[src/rsr_map.vh]
// Register offsets, field positions, reset values and timing for the reset source recorder.
// Included by the recorder's top module; holds definitions only.
`ifndef RSR_MAP_VH
`define RSR_MAP_VH

// Register byte offsets on the AXI4-Lite slave
`define RSR_OFF_CAUSE      8'h00
`define RSR_OFF_LVD_CTRL   8'h04
`define RSR_OFF_LVD_LEVEL  8'h08
`define RSR_OFF_WDT_EN     8'h0C
`define RSR_OFF_EVT_STAT   8'h10
`define RSR_OFF_EVT_MASK   8'h14
`define RSR_OFF_SEQ_STAT   8'h18

// Register select codes returned by the address decoder
`define RSR_SEL_CAUSE      3'h0
`define RSR_SEL_LVD_CTRL   3'h1
`define RSR_SEL_LVD_LEVEL  3'h2
`define RSR_SEL_WDT_EN     3'h3
`define RSR_SEL_EVT_STAT   3'h4
`define RSR_SEL_EVT_MASK   3'h5
`define RSR_SEL_SEQ_STAT   3'h6
`define RSR_SEL_NONE       3'h7

// Field positions in the cause register
`define RSR_CAUSE_WDT_BIT  4
`define RSR_CAUSE_LVD_BIT  0

// Field positions in the event status and mask registers
`define RSR_EVT_PIN_BIT    0
`define RSR_EVT_PWR_BIT    1
`define RSR_EVT_WDT_BIT    2
`define RSR_EVT_LVD_BIT    3

// Reset values
`define RSR_RST_CAUSE      8'h00
`define RSR_RST_LVD        8'h00
`define RSR_RST_WDT_EN_LO  8'h1A
`define RSR_RST_WDT_EN_HI  8'h9A
`define RSR_RST_EVT        4'h0
`define RSR_RST_MASK       4'h0

// AXI response codes
`define RSR_RESP_OKAY      2'b00
`define RSR_RESP_SLVERR    2'b10

// Timing: clock period and oscillation stabilization wait
`define RSR_CLK_PERIOD_NS  100
`define RSR_OSC_WAIT_NS    6400
`define RSR_OSC_WAIT_CYC   ((`RSR_OSC_WAIT_NS + `RSR_CLK_PERIOD_NS - 1) / `RSR_CLK_PERIOD_NS)

`endif

[src/rsr_sync2.v]
// Two flip-flop synchroniser for the recorder's external inputs.
// Assumes the inputs are asynchronous to I_CLOCK; the first stage feeds only the second.
module rsr_sync2 #(
    parameter [4:0] RST_VAL = 5'h00
) (
    input  wire       i_clk,
    input  wire       i_rst_n,
    input  wire [4:0] i_async,
    output reg  [4:0] o_sync
);
    reg [4:0] meta_r;

    // Two stages, reset to the idle level of each input
    always @(posedge i_clk or negedge i_rst_n) begin
        if (!i_rst_n) begin
            meta_r <= RST_VAL;
            o_sync <= RST_VAL;
        end else begin
            meta_r <= i_async;
            o_sync <= meta_r;
        end
    end
endmodule

[src/rsr_top.v]
// Reset source recorder: sequences the internal reset, records its cause and
// keeps or clears the low-voltage registers per source and reloads the watchdog enable from the strap on every reset.
// Assumes reset requests arrive asynchronously and software uses AXI4-Lite.
// Function
// Only PC undefined; state held during reset
// Watchdog flag: clear pin/power-on, set watchdog, hold low-voltage
// Low-voltage flag: hold on watchdog, set on low-voltage
// Low-voltage registers cleared except on low-voltage reset
// Watchdog enable reset value picked by option strap
// Cause register zero after pin/power-on and on read
`include "rsr_map.vh"
module rsr_top (
    input  wire        I_CLOCK,
    input  wire        I_RESET_N,
    input  wire        I_PIN_RESET_N,
    input  wire        I_PWR_CLR_REQ,
    input  wire        I_WDT_REQ,
    input  wire        I_LVD_REQ,
    input  wire        I_WDT_OPT,
    input  wire [7:0]  I_AWADDR,
    input  wire        I_AWVALID,
    output reg         O_AWREADY,
    input  wire [31:0] I_WDATA,
    input  wire [3:0]  I_WSTRB,
    input  wire        I_WVALID,
    output reg         O_WREADY,
    output reg  [1:0]  O_BRESP,
    output reg         O_BVALID,
    input  wire        I_BREADY,
    input  wire [7:0]  I_ARADDR,
    input  wire        I_ARVALID,
    output reg         O_ARREADY,
    output reg  [31:0] O_RDATA,
    output reg  [1:0]  O_RRESP,
    output reg         O_RVALID,
    input  wire        I_RREADY,
    output reg         O_SYS_RESET_N,
    output reg         O_PC_UNDEFINED,
    output reg  [7:0]  O_LVD_CONTROL,
    output reg  [7:0]  O_LVD_LEVEL,
    output reg  [7:0]  O_WDT_ENABLE,
    output reg         O_IRQ
);
    localparam [2:0]  ST_RUN   = 3'b001;
    localparam [2:0]  ST_RESET = 3'b010;
    localparam [2:0]  ST_WAIT  = 3'b100;
    localparam [31:0] WAIT_FULL = `RSR_OSC_WAIT_CYC - 1;
    localparam [11:0] WAIT_LAST = WAIT_FULL[11:0]; // Counter is 12 bits wide

    wire [4:0]  sync_w;
    reg  [2:0]  state_r;
    reg  [2:0]  state_nxt;
    reg  [11:0] wait_cnt_r;
    reg  [3:0]  req_prev_r;
    reg         wdt_flag_r;
    reg         lvd_flag_r;
    reg  [3:0]  evt_stat_r;
    reg  [3:0]  evt_mask_r;
    reg  [3:0]  evt_stat_nxt;
    reg  [7:0]  aw_addr_r;
    reg  [31:0] w_data_r;
    reg  [3:0]  w_strb_r;
    reg         aw_full_r;
    reg         w_full_r;

    // Synchronised requests: pin reset active low, others active high
    wire        pin_req  = ~sync_w[0];
    wire        pwr_clr_req = sync_w[1];
    wire        wdt_req  = sync_w[2];
    wire        lvd_req  = sync_w[3];
    wire        opt_sync = sync_w[4];
    wire        any_req  = pin_req | pwr_clr_req | wdt_req | lvd_req;
    wire        hard_req = pin_req | pwr_clr_req;
    wire [3:0]  req_vec  = {lvd_req, wdt_req, pwr_clr_req, pin_req};
    wire [3:0]  req_rise = req_vec & ~req_prev_r;

    // Bus events
    wire        ar_take  = I_ARVALID & O_ARREADY;
    wire        wr_do    = aw_full_r & w_full_r & ~O_BVALID;
    wire [2:0]  rd_sel   = rsr_decode(I_ARADDR);
    wire [2:0]  wr_sel   = rsr_decode(aw_addr_r);
    wire        wr_ok    = wr_do & (state_r == ST_RUN) & (wr_sel != `RSR_SEL_NONE);
    wire        wr_lane0 = wr_ok & w_strb_r[0];
    wire        rd_clr_cause = ar_take & (rd_sel == `RSR_SEL_CAUSE);
    wire        rd_clr_evt   = ar_take & (rd_sel == `RSR_SEL_EVT_STAT);

    // Maps a byte address onto a register select code
    function [2:0] rsr_decode;
        input [7:0] addr;
        begin
            case (addr)
                `RSR_OFF_CAUSE:     rsr_decode = `RSR_SEL_CAUSE;
                `RSR_OFF_LVD_CTRL:  rsr_decode = `RSR_SEL_LVD_CTRL;
                `RSR_OFF_LVD_LEVEL: rsr_decode = `RSR_SEL_LVD_LEVEL;
                `RSR_OFF_WDT_EN:    rsr_decode = `RSR_SEL_WDT_EN;
                `RSR_OFF_EVT_STAT:  rsr_decode = `RSR_SEL_EVT_STAT;
                `RSR_OFF_EVT_MASK:  rsr_decode = `RSR_SEL_EVT_MASK;
                `RSR_OFF_SEQ_STAT:  rsr_decode = `RSR_SEL_SEQ_STAT;
                default:            rsr_decode = `RSR_SEL_NONE;
            endcase
        end
    endfunction

    // Request and strap inputs cross into the clock domain
    rsr_sync2 #(
        .RST_VAL (5'h01)
    ) u_sync (
        .i_clk   (I_CLOCK),
        .i_rst_n (I_RESET_N),
        .i_async ({I_WDT_OPT, I_LVD_REQ, I_WDT_REQ, I_PWR_CLR_REQ, I_PIN_RESET_N}),
        .o_sync  (sync_w)
    );

    // Reset sequence: hold while any request, then stabilization wait
    always @* begin
        case (state_r)
            ST_RUN:   state_nxt = any_req ? ST_RESET : ST_RUN;
            ST_RESET: state_nxt = any_req ? ST_RESET : ST_WAIT;
            ST_WAIT: begin
                if (any_req) begin
                    state_nxt = ST_RESET;
                end else if (wait_cnt_r == WAIT_LAST) begin
                    state_nxt = ST_RUN;
                end else begin
                    state_nxt = ST_WAIT;
                end
            end
            default:  state_nxt = ST_RESET;
        endcase
    end

    // Sequencer registers; PC marked undefined outside the run state
    always @(posedge I_CLOCK or negedge I_RESET_N) begin
        if (!I_RESET_N) begin
            state_r        <= ST_WAIT;
            wait_cnt_r     <= 12'h000;
            req_prev_r     <= 4'h0;
            O_SYS_RESET_N  <= 1'b0;
            O_PC_UNDEFINED <= 1'b1;
        end else begin
            state_r        <= state_nxt;
            req_prev_r     <= req_vec;
            wait_cnt_r     <= (state_r == ST_WAIT && state_nxt == ST_WAIT) ?
                              wait_cnt_r + 12'h001 : 12'h000;
            O_SYS_RESET_N  <= (state_nxt == ST_RUN);
            O_PC_UNDEFINED <= (state_nxt != ST_RUN);
        end
    end

    // Cause flags; a hardware set wins over a read clear
    always @(posedge I_CLOCK or negedge I_RESET_N) begin
        if (!I_RESET_N) begin
            wdt_flag_r <= 1'b0;
            lvd_flag_r <= 1'b0;
        end else if (hard_req) begin
            wdt_flag_r <= 1'b0;
            lvd_flag_r <= 1'b0;
        end else begin
            if (wdt_req) begin
                wdt_flag_r <= 1'b1;
            end else if (rd_clr_cause) begin
                wdt_flag_r <= 1'b0;
            end
            if (lvd_req) begin
                lvd_flag_r <= 1'b1;
            end else if (rd_clr_cause) begin
                lvd_flag_r <= 1'b0;
            end
        end
    end

    // Low-voltage registers kept across low-voltage resets only
    always @(posedge I_CLOCK or negedge I_RESET_N) begin
        if (!I_RESET_N) begin
            O_LVD_CONTROL <= `RSR_RST_LVD;
            O_LVD_LEVEL   <= `RSR_RST_LVD;
        end else if (hard_req | wdt_req) begin
            O_LVD_CONTROL <= `RSR_RST_LVD;
            O_LVD_LEVEL   <= `RSR_RST_LVD;
        end else if (wr_lane0) begin
            if (wr_sel == `RSR_SEL_LVD_CTRL) begin
                O_LVD_CONTROL <= w_data_r[7:0];
            end
            if (wr_sel == `RSR_SEL_LVD_LEVEL) begin
                O_LVD_LEVEL <= w_data_r[7:0];
            end
        end
    end

    // Watchdog enable reloads from the strap while reset is in progress
    always @(posedge I_CLOCK or negedge I_RESET_N) begin
        if (!I_RESET_N) begin
            O_WDT_ENABLE <= `RSR_RST_WDT_EN_LO;
        end else if (state_r != ST_RUN || any_req) begin
            O_WDT_ENABLE <= opt_sync ? `RSR_RST_WDT_EN_HI : `RSR_RST_WDT_EN_LO;
        end else if (wr_lane0 && wr_sel == `RSR_SEL_WDT_EN) begin
            O_WDT_ENABLE <= w_data_r[7:0];
        end
    end

    // Next event status: new request edges set, a read clears
    always @* begin
        evt_stat_nxt = rd_clr_evt ? `RSR_RST_EVT : evt_stat_r;
        evt_stat_nxt = evt_stat_nxt | req_rise;
    end

    // Event status, mask and interrupt level
    always @(posedge I_CLOCK or negedge I_RESET_N) begin
        if (!I_RESET_N) begin
            evt_stat_r <= `RSR_RST_EVT;
            evt_mask_r <= `RSR_RST_MASK;
            O_IRQ      <= 1'b0;
        end else begin
            evt_stat_r <= evt_stat_nxt;
            if (wr_lane0 && wr_sel == `RSR_SEL_EVT_MASK) begin
                evt_mask_r <= w_data_r[3:0];
                O_IRQ      <= |(evt_stat_nxt & w_data_r[3:0]);
            end else begin
                O_IRQ      <= |(evt_stat_nxt & evt_mask_r);
            end
        end
    end

    // Write channel: address and data taken in either order
    always @(posedge I_CLOCK or negedge I_RESET_N) begin
        if (!I_RESET_N) begin
            O_AWREADY <= 1'b1;
            O_WREADY  <= 1'b1;
            O_BVALID  <= 1'b0;
            O_BRESP   <= `RSR_RESP_OKAY;
            aw_full_r <= 1'b0;
            w_full_r  <= 1'b0;
            aw_addr_r <= 8'h00;
            w_data_r  <= 32'h0000_0000;
            w_strb_r  <= 4'h0;
        end else begin
            if (I_AWVALID && O_AWREADY) begin
                aw_addr_r <= I_AWADDR;
                aw_full_r <= 1'b1;
                O_AWREADY <= 1'b0;
            end
            if (I_WVALID && O_WREADY) begin
                w_data_r <= I_WDATA;
                w_strb_r <= I_WSTRB;
                w_full_r <= 1'b1;
                O_WREADY <= 1'b0;
            end
            if (wr_do) begin
                O_BVALID <= 1'b1;
                // Writes refused while reset holds the registers
                O_BRESP  <= wr_ok ? `RSR_RESP_OKAY : `RSR_RESP_SLVERR;
            end else if (O_BVALID && I_BREADY) begin
                O_BVALID  <= 1'b0;
                aw_full_r <= 1'b0;
                w_full_r  <= 1'b0;
                O_AWREADY <= 1'b1;
                O_WREADY  <= 1'b1;
            end
        end
    end

    // Read channel: data one cycle after the address is taken
    always @(posedge I_CLOCK or negedge I_RESET_N) begin
        if (!I_RESET_N) begin
            O_ARREADY <= 1'b1;
            O_RVALID  <= 1'b0;
            O_RRESP   <= `RSR_RESP_OKAY;
            O_RDATA   <= 32'h0000_0000;
        end else if (ar_take) begin
            O_ARREADY <= 1'b0;
            O_RVALID  <= 1'b1;
            O_RRESP   <= (rd_sel == `RSR_SEL_NONE) ? `RSR_RESP_SLVERR : `RSR_RESP_OKAY;
            case (rd_sel)
                `RSR_SEL_CAUSE: begin
                    O_RDATA <= 32'h0000_0000;
                    O_RDATA[`RSR_CAUSE_WDT_BIT] <= wdt_flag_r;
                    O_RDATA[`RSR_CAUSE_LVD_BIT] <= lvd_flag_r;
                end
                `RSR_SEL_LVD_CTRL:  O_RDATA <= {24'h00_0000, O_LVD_CONTROL};
                `RSR_SEL_LVD_LEVEL: O_RDATA <= {24'h00_0000, O_LVD_LEVEL};
                `RSR_SEL_WDT_EN:    O_RDATA <= {24'h00_0000, O_WDT_ENABLE};
                `RSR_SEL_EVT_STAT:  O_RDATA <= {28'h000_0000, evt_stat_r};
                `RSR_SEL_EVT_MASK:  O_RDATA <= {28'h000_0000, evt_mask_r};
                `RSR_SEL_SEQ_STAT:  O_RDATA <= {29'h000_0000, state_r};
                default:            O_RDATA <= 32'h0000_0000;
            endcase
        end else if (O_RVALID && I_RREADY) begin
            O_RVALID  <= 1'b0;
            O_ARREADY <= 1'b1;
        end
    end
endmodule

[config.mk]
export PLATFORM = sky130hd
export DESIGN_NAME = rsr_top
export DESIGN_NICKNAME = d
export VERILOG_FILES = /design/src/rsr_sync2.v /design/src/rsr_top.v
export VERILOG_INCLUDE_DIRS = /design/src
export SDC_FILE = /design/constraint.sdc
export NUM_CORES = 1
export LEC_CHECK = 0
export BUFFER_PORTS_ARGS = -buffer_cell sky130_fd_sc_hd__buf_2
export CAP_MARGIN = 15
export CORE_ASPECT_RATIO = 1.5
export CORE_UTILIZATION = 35
export DETAILED_ROUTE_END_ITERATION = 8
export GPL_TIMING_DRIVEN = 0
export SLEW_MARGIN = 20
export SYNTH_ARGS = -nofsm -noshare
export SYNTH_HDL_FRONTEND = slang
export SYNTH_HIERARCHICAL = 1
export SYNTH_SLANG_ARGS = --single-unit
[constraint.sdc]
create_clock -name I_CLOCK -period 2.15 [get_ports I_CLOCK]
set_clock_uncertainty 0.05 [all_clocks]
set_input_delay 0.1075 -clock I_CLOCK [delete_from_list [all_inputs] [get_ports I_CLOCK]]
set_output_delay 0.1075 -clock I_CLOCK [all_outputs]
set_load 0.01 [all_outputs]
==> results.toml <==
[worst_setup_path]
endpoint_kind = "flip-flop"
r2r_start = "state_r[1]"
reg2regPathDepth = 5
start_kind = "flip-flop"
cp.required_ns = 2.32
cp_max_fo = 6
reg2reg_to = "evt_mask_r[2]"
criticalPathCategory = "reg -> reg"
cp.arrival_ns = 2.24
startpoint = "state_r[1]"
ff2ff_setup_slack_ns = 0.08

[clocking]
cts_tree = "done"
cts_root_buf = "clkbuf_16"
clock_latency_ns = 0.34
cts.sinks = 100
cts_buffers = 9
clockBufferDepth = 2
htreeDepth = 3
clkTransAtPathRegs_ns = 0.06

[synth]
synth-edff-count = 0
syn_avg_cell_area_um2 = 11.4
syn_area_um2 = 4490
synth_most_common_cell = "dfrtp_1"
yosysUniqueCellTypes = 54
yosysWarningCount = 6
syn_inst = 393
synth.largest_area_cell = "dfrtp_1"
synth.ff_latch_count = 100
yosysSeqAreaShare_pct = 56.0
synthFlopType = "dfrtp_1"
async_reset_ff_share_pct = 100
yosysTopAreaCellShare_pct = 50.2
ys_top_cells_by_area = "dfrtp_1, mux2i_1, dfstp_2"
synthTopCellsByCount = "dfrtp_1, nor2_1, mux2i_1"

[placement]
portBuffers = 77
place.gp.congestion = 0.829
place_area_um2 = 5200
place_ws_ns = -0.172
dpl.cell_count = 652
post-dp-hpwl_um = 7400

[worst_hold_path]
hold_end = "O_RRESP[1]"
hold_depth = 3
hold_path.startpoint = "I_ARADDR[3]"
hold_path.class = "in -> reg"

[global_routing]
grt_use_met3_pct = 4.21
grt_pass1_vias = 3371
grt_max_degree = 72
grt.busiest_layer = "met2"
track_usage_pct = 16.7
grtUsageMet2_pct = 27.6
antenna_found_initial = 0
overflow = 0
met1_usage_pct = 21.0
grt_pass1_wl_um = 17100

[timing]
whs_ns = 0.143
setup_ws_ns = 0.0804
rsz0062_at_grt = "true"
finalHoldViolCount = 0
finalCritPeriodShare_pct = 96.3
tightest_slew_ns = 1.08
max_freq_ghz = 0.483
relSlewSlack_pct = 27.6
setup_viol = 0
fin_crit_ns = 2.07
maxSlewViolCount = 0

[die]
die_width_um = 94.5
rows = 50
ioPinCount = 132
initial_utilization_pct = 35.9
coreArea_um2 = 12500
die_h_um = 141
die_area_um2 = 13300

[routing]
vias_per_cell = 4.82
routed_wl_um = 10400
drt_iter0_drc = 216
drt-pass1-iter-count = 4
post-route-drc-count = 0
wl_per_cell_um = 14.8
ant_nets = 0
vias = 3381

[cells_and_area]
nets = 606
drive_gt1_share_pct = 32.4
antennaDiodeCount = 0
fin_cells = 702
area_delta_synth_final_pct = 30.7
stdcell_area_um2 = 5870

[power_and_ir_drop]
vdd.ir_drop.worst_v = 0.000433
p_leak_nw = 2.77
p_total_mw = 4.59
powerDensity_nw_per_um2 = 782

[run]
cap_violations = 0

[status]
outcome = "finished clean"
## metrics by stage
stage	utilization, %	setup TNS, ns
floorplan	-	0
global placement	41.3	-6.23
CTS	46.5	0
finish	46.9	0
global route	46.9	-0.0183
detailed placement	41.6	-1.64
## registers in the layout, summed over array words and instances (netlist names), 3 cells and up
register and cells:
O_WDT_ENABLE 8, O_LVD_CONTROL 8, O_RDATA 8, state_r 3, aw_addr_r 8, wait_cnt_r 12, u_sync/o_sync 5, u_sync/meta_r 5
evt_mask_r 4, O_LVD_LEVEL 8, w_data_r 8, req_prev_r 4, evt_stat_r 4
## report_power, final
group,internal (mW),switching [mW],total [mW],leakage [nW]
sequential,2.14,0.250,2.39,1.26
clock,0.819,0.690,1.51,0.132
combinational,0.382,0.305,0.687,1.38
total,3.34,1.25,4.59,2.77
## cell families after synthesis
family | after synthesis | synth area share [%]
mux | 48 | 11.3
compound gates | 57 | 8.05
other cells | 1 | 0.0835
simple gates | 130 | 15.9
xor+xnor | 11 | 2.15
fa+ha+maj | 1 | 0.279
buf+inv | 45 | 6.24
flops | 100 | 56.0
## what timing repair did
action / CTS / global route
endpoints found under the hold margin: 122 / 0
endpoints found under the setup margin: 13 / 35
pin swaps: 2 / 0
hold buffers: 31 / 0
gates resized for setup: 3 / 12
buffers inserted: 3 / 2
## worst max-delay path: stages, from the launching register on
cell and delay, ns:
dfrtp_2 0.43, or4b_4 0.58, nor4_4 0.31, buf_6 0.17, buf_4 0.11, mux2_2 0.31
## cell usage in the layout, fill, tap and decap left out, types with 3 or more instances in the layout
master         instances
nor4_1                 6
clkbuf_16              9
dfstp_2               10
conb_1                26
inv_1                  9
a21oi_1                8
dfrtp_1               88
a221oi_1               4
xnor2_1                4
buf_4                 32
nor4_4                 3
xor2_1                 7
nor2b_1                3
buf_2                 79
nand4_1                3
dlygate4sd3_1         31
and3_1                 4
o21ai_0               24
nor2_1                41
a21o_1                 3
mux2_2                20
nand3_1               15
nand2_1               27
mux2i_1               27
o22ai_1                3
a222oi_1               4
clkbuf_1               3
nand3b_1               4
## how the worst max path moves through the flow
stage,endpoint,cells after the start,slack [ns]
6_report,evt_mask_r[2],5,0.08
2_1_floorplan,O_WDT_ENABLE[7],6,0.17
4_1_cts,O_WDT_ENABLE[7],6,0.01
3_3_place_gp,wait_cnt_r[2],6,-0.16
5_1_grt,O_WDT_ENABLE[6],5,-0.02
3_5_place_dp,wait_cnt_r[10],6,-0.17
## layout make-up
| class | count | area (um2) |
|---|---|---|
| clock buffers | 11 | 243 |
| inverters | 9 | 33.8 |
| fillers | 1183 | 6640 |
| plain buffers | 34 | 238 |
| clock inverters | 5 | 37.5 |
| flip-flops and latches | 100 | 2520 |
| repair buffers | 114 | 771 |
| well taps | 156 | 195 |
| multi-input cells | 273 | 1830 |
## layer usage
| metal | up-vias | routed length [um] |
|---|---|---|
| met4 | 0 | 159 |
| met3 | 12 | 644 |
| li1 | 1649 | - |
| met5 | - | 0 |
| met1 | 1617 | 4370 |
| met2 | 103 | 5180 |
Power figures use the tool's default switching activity.
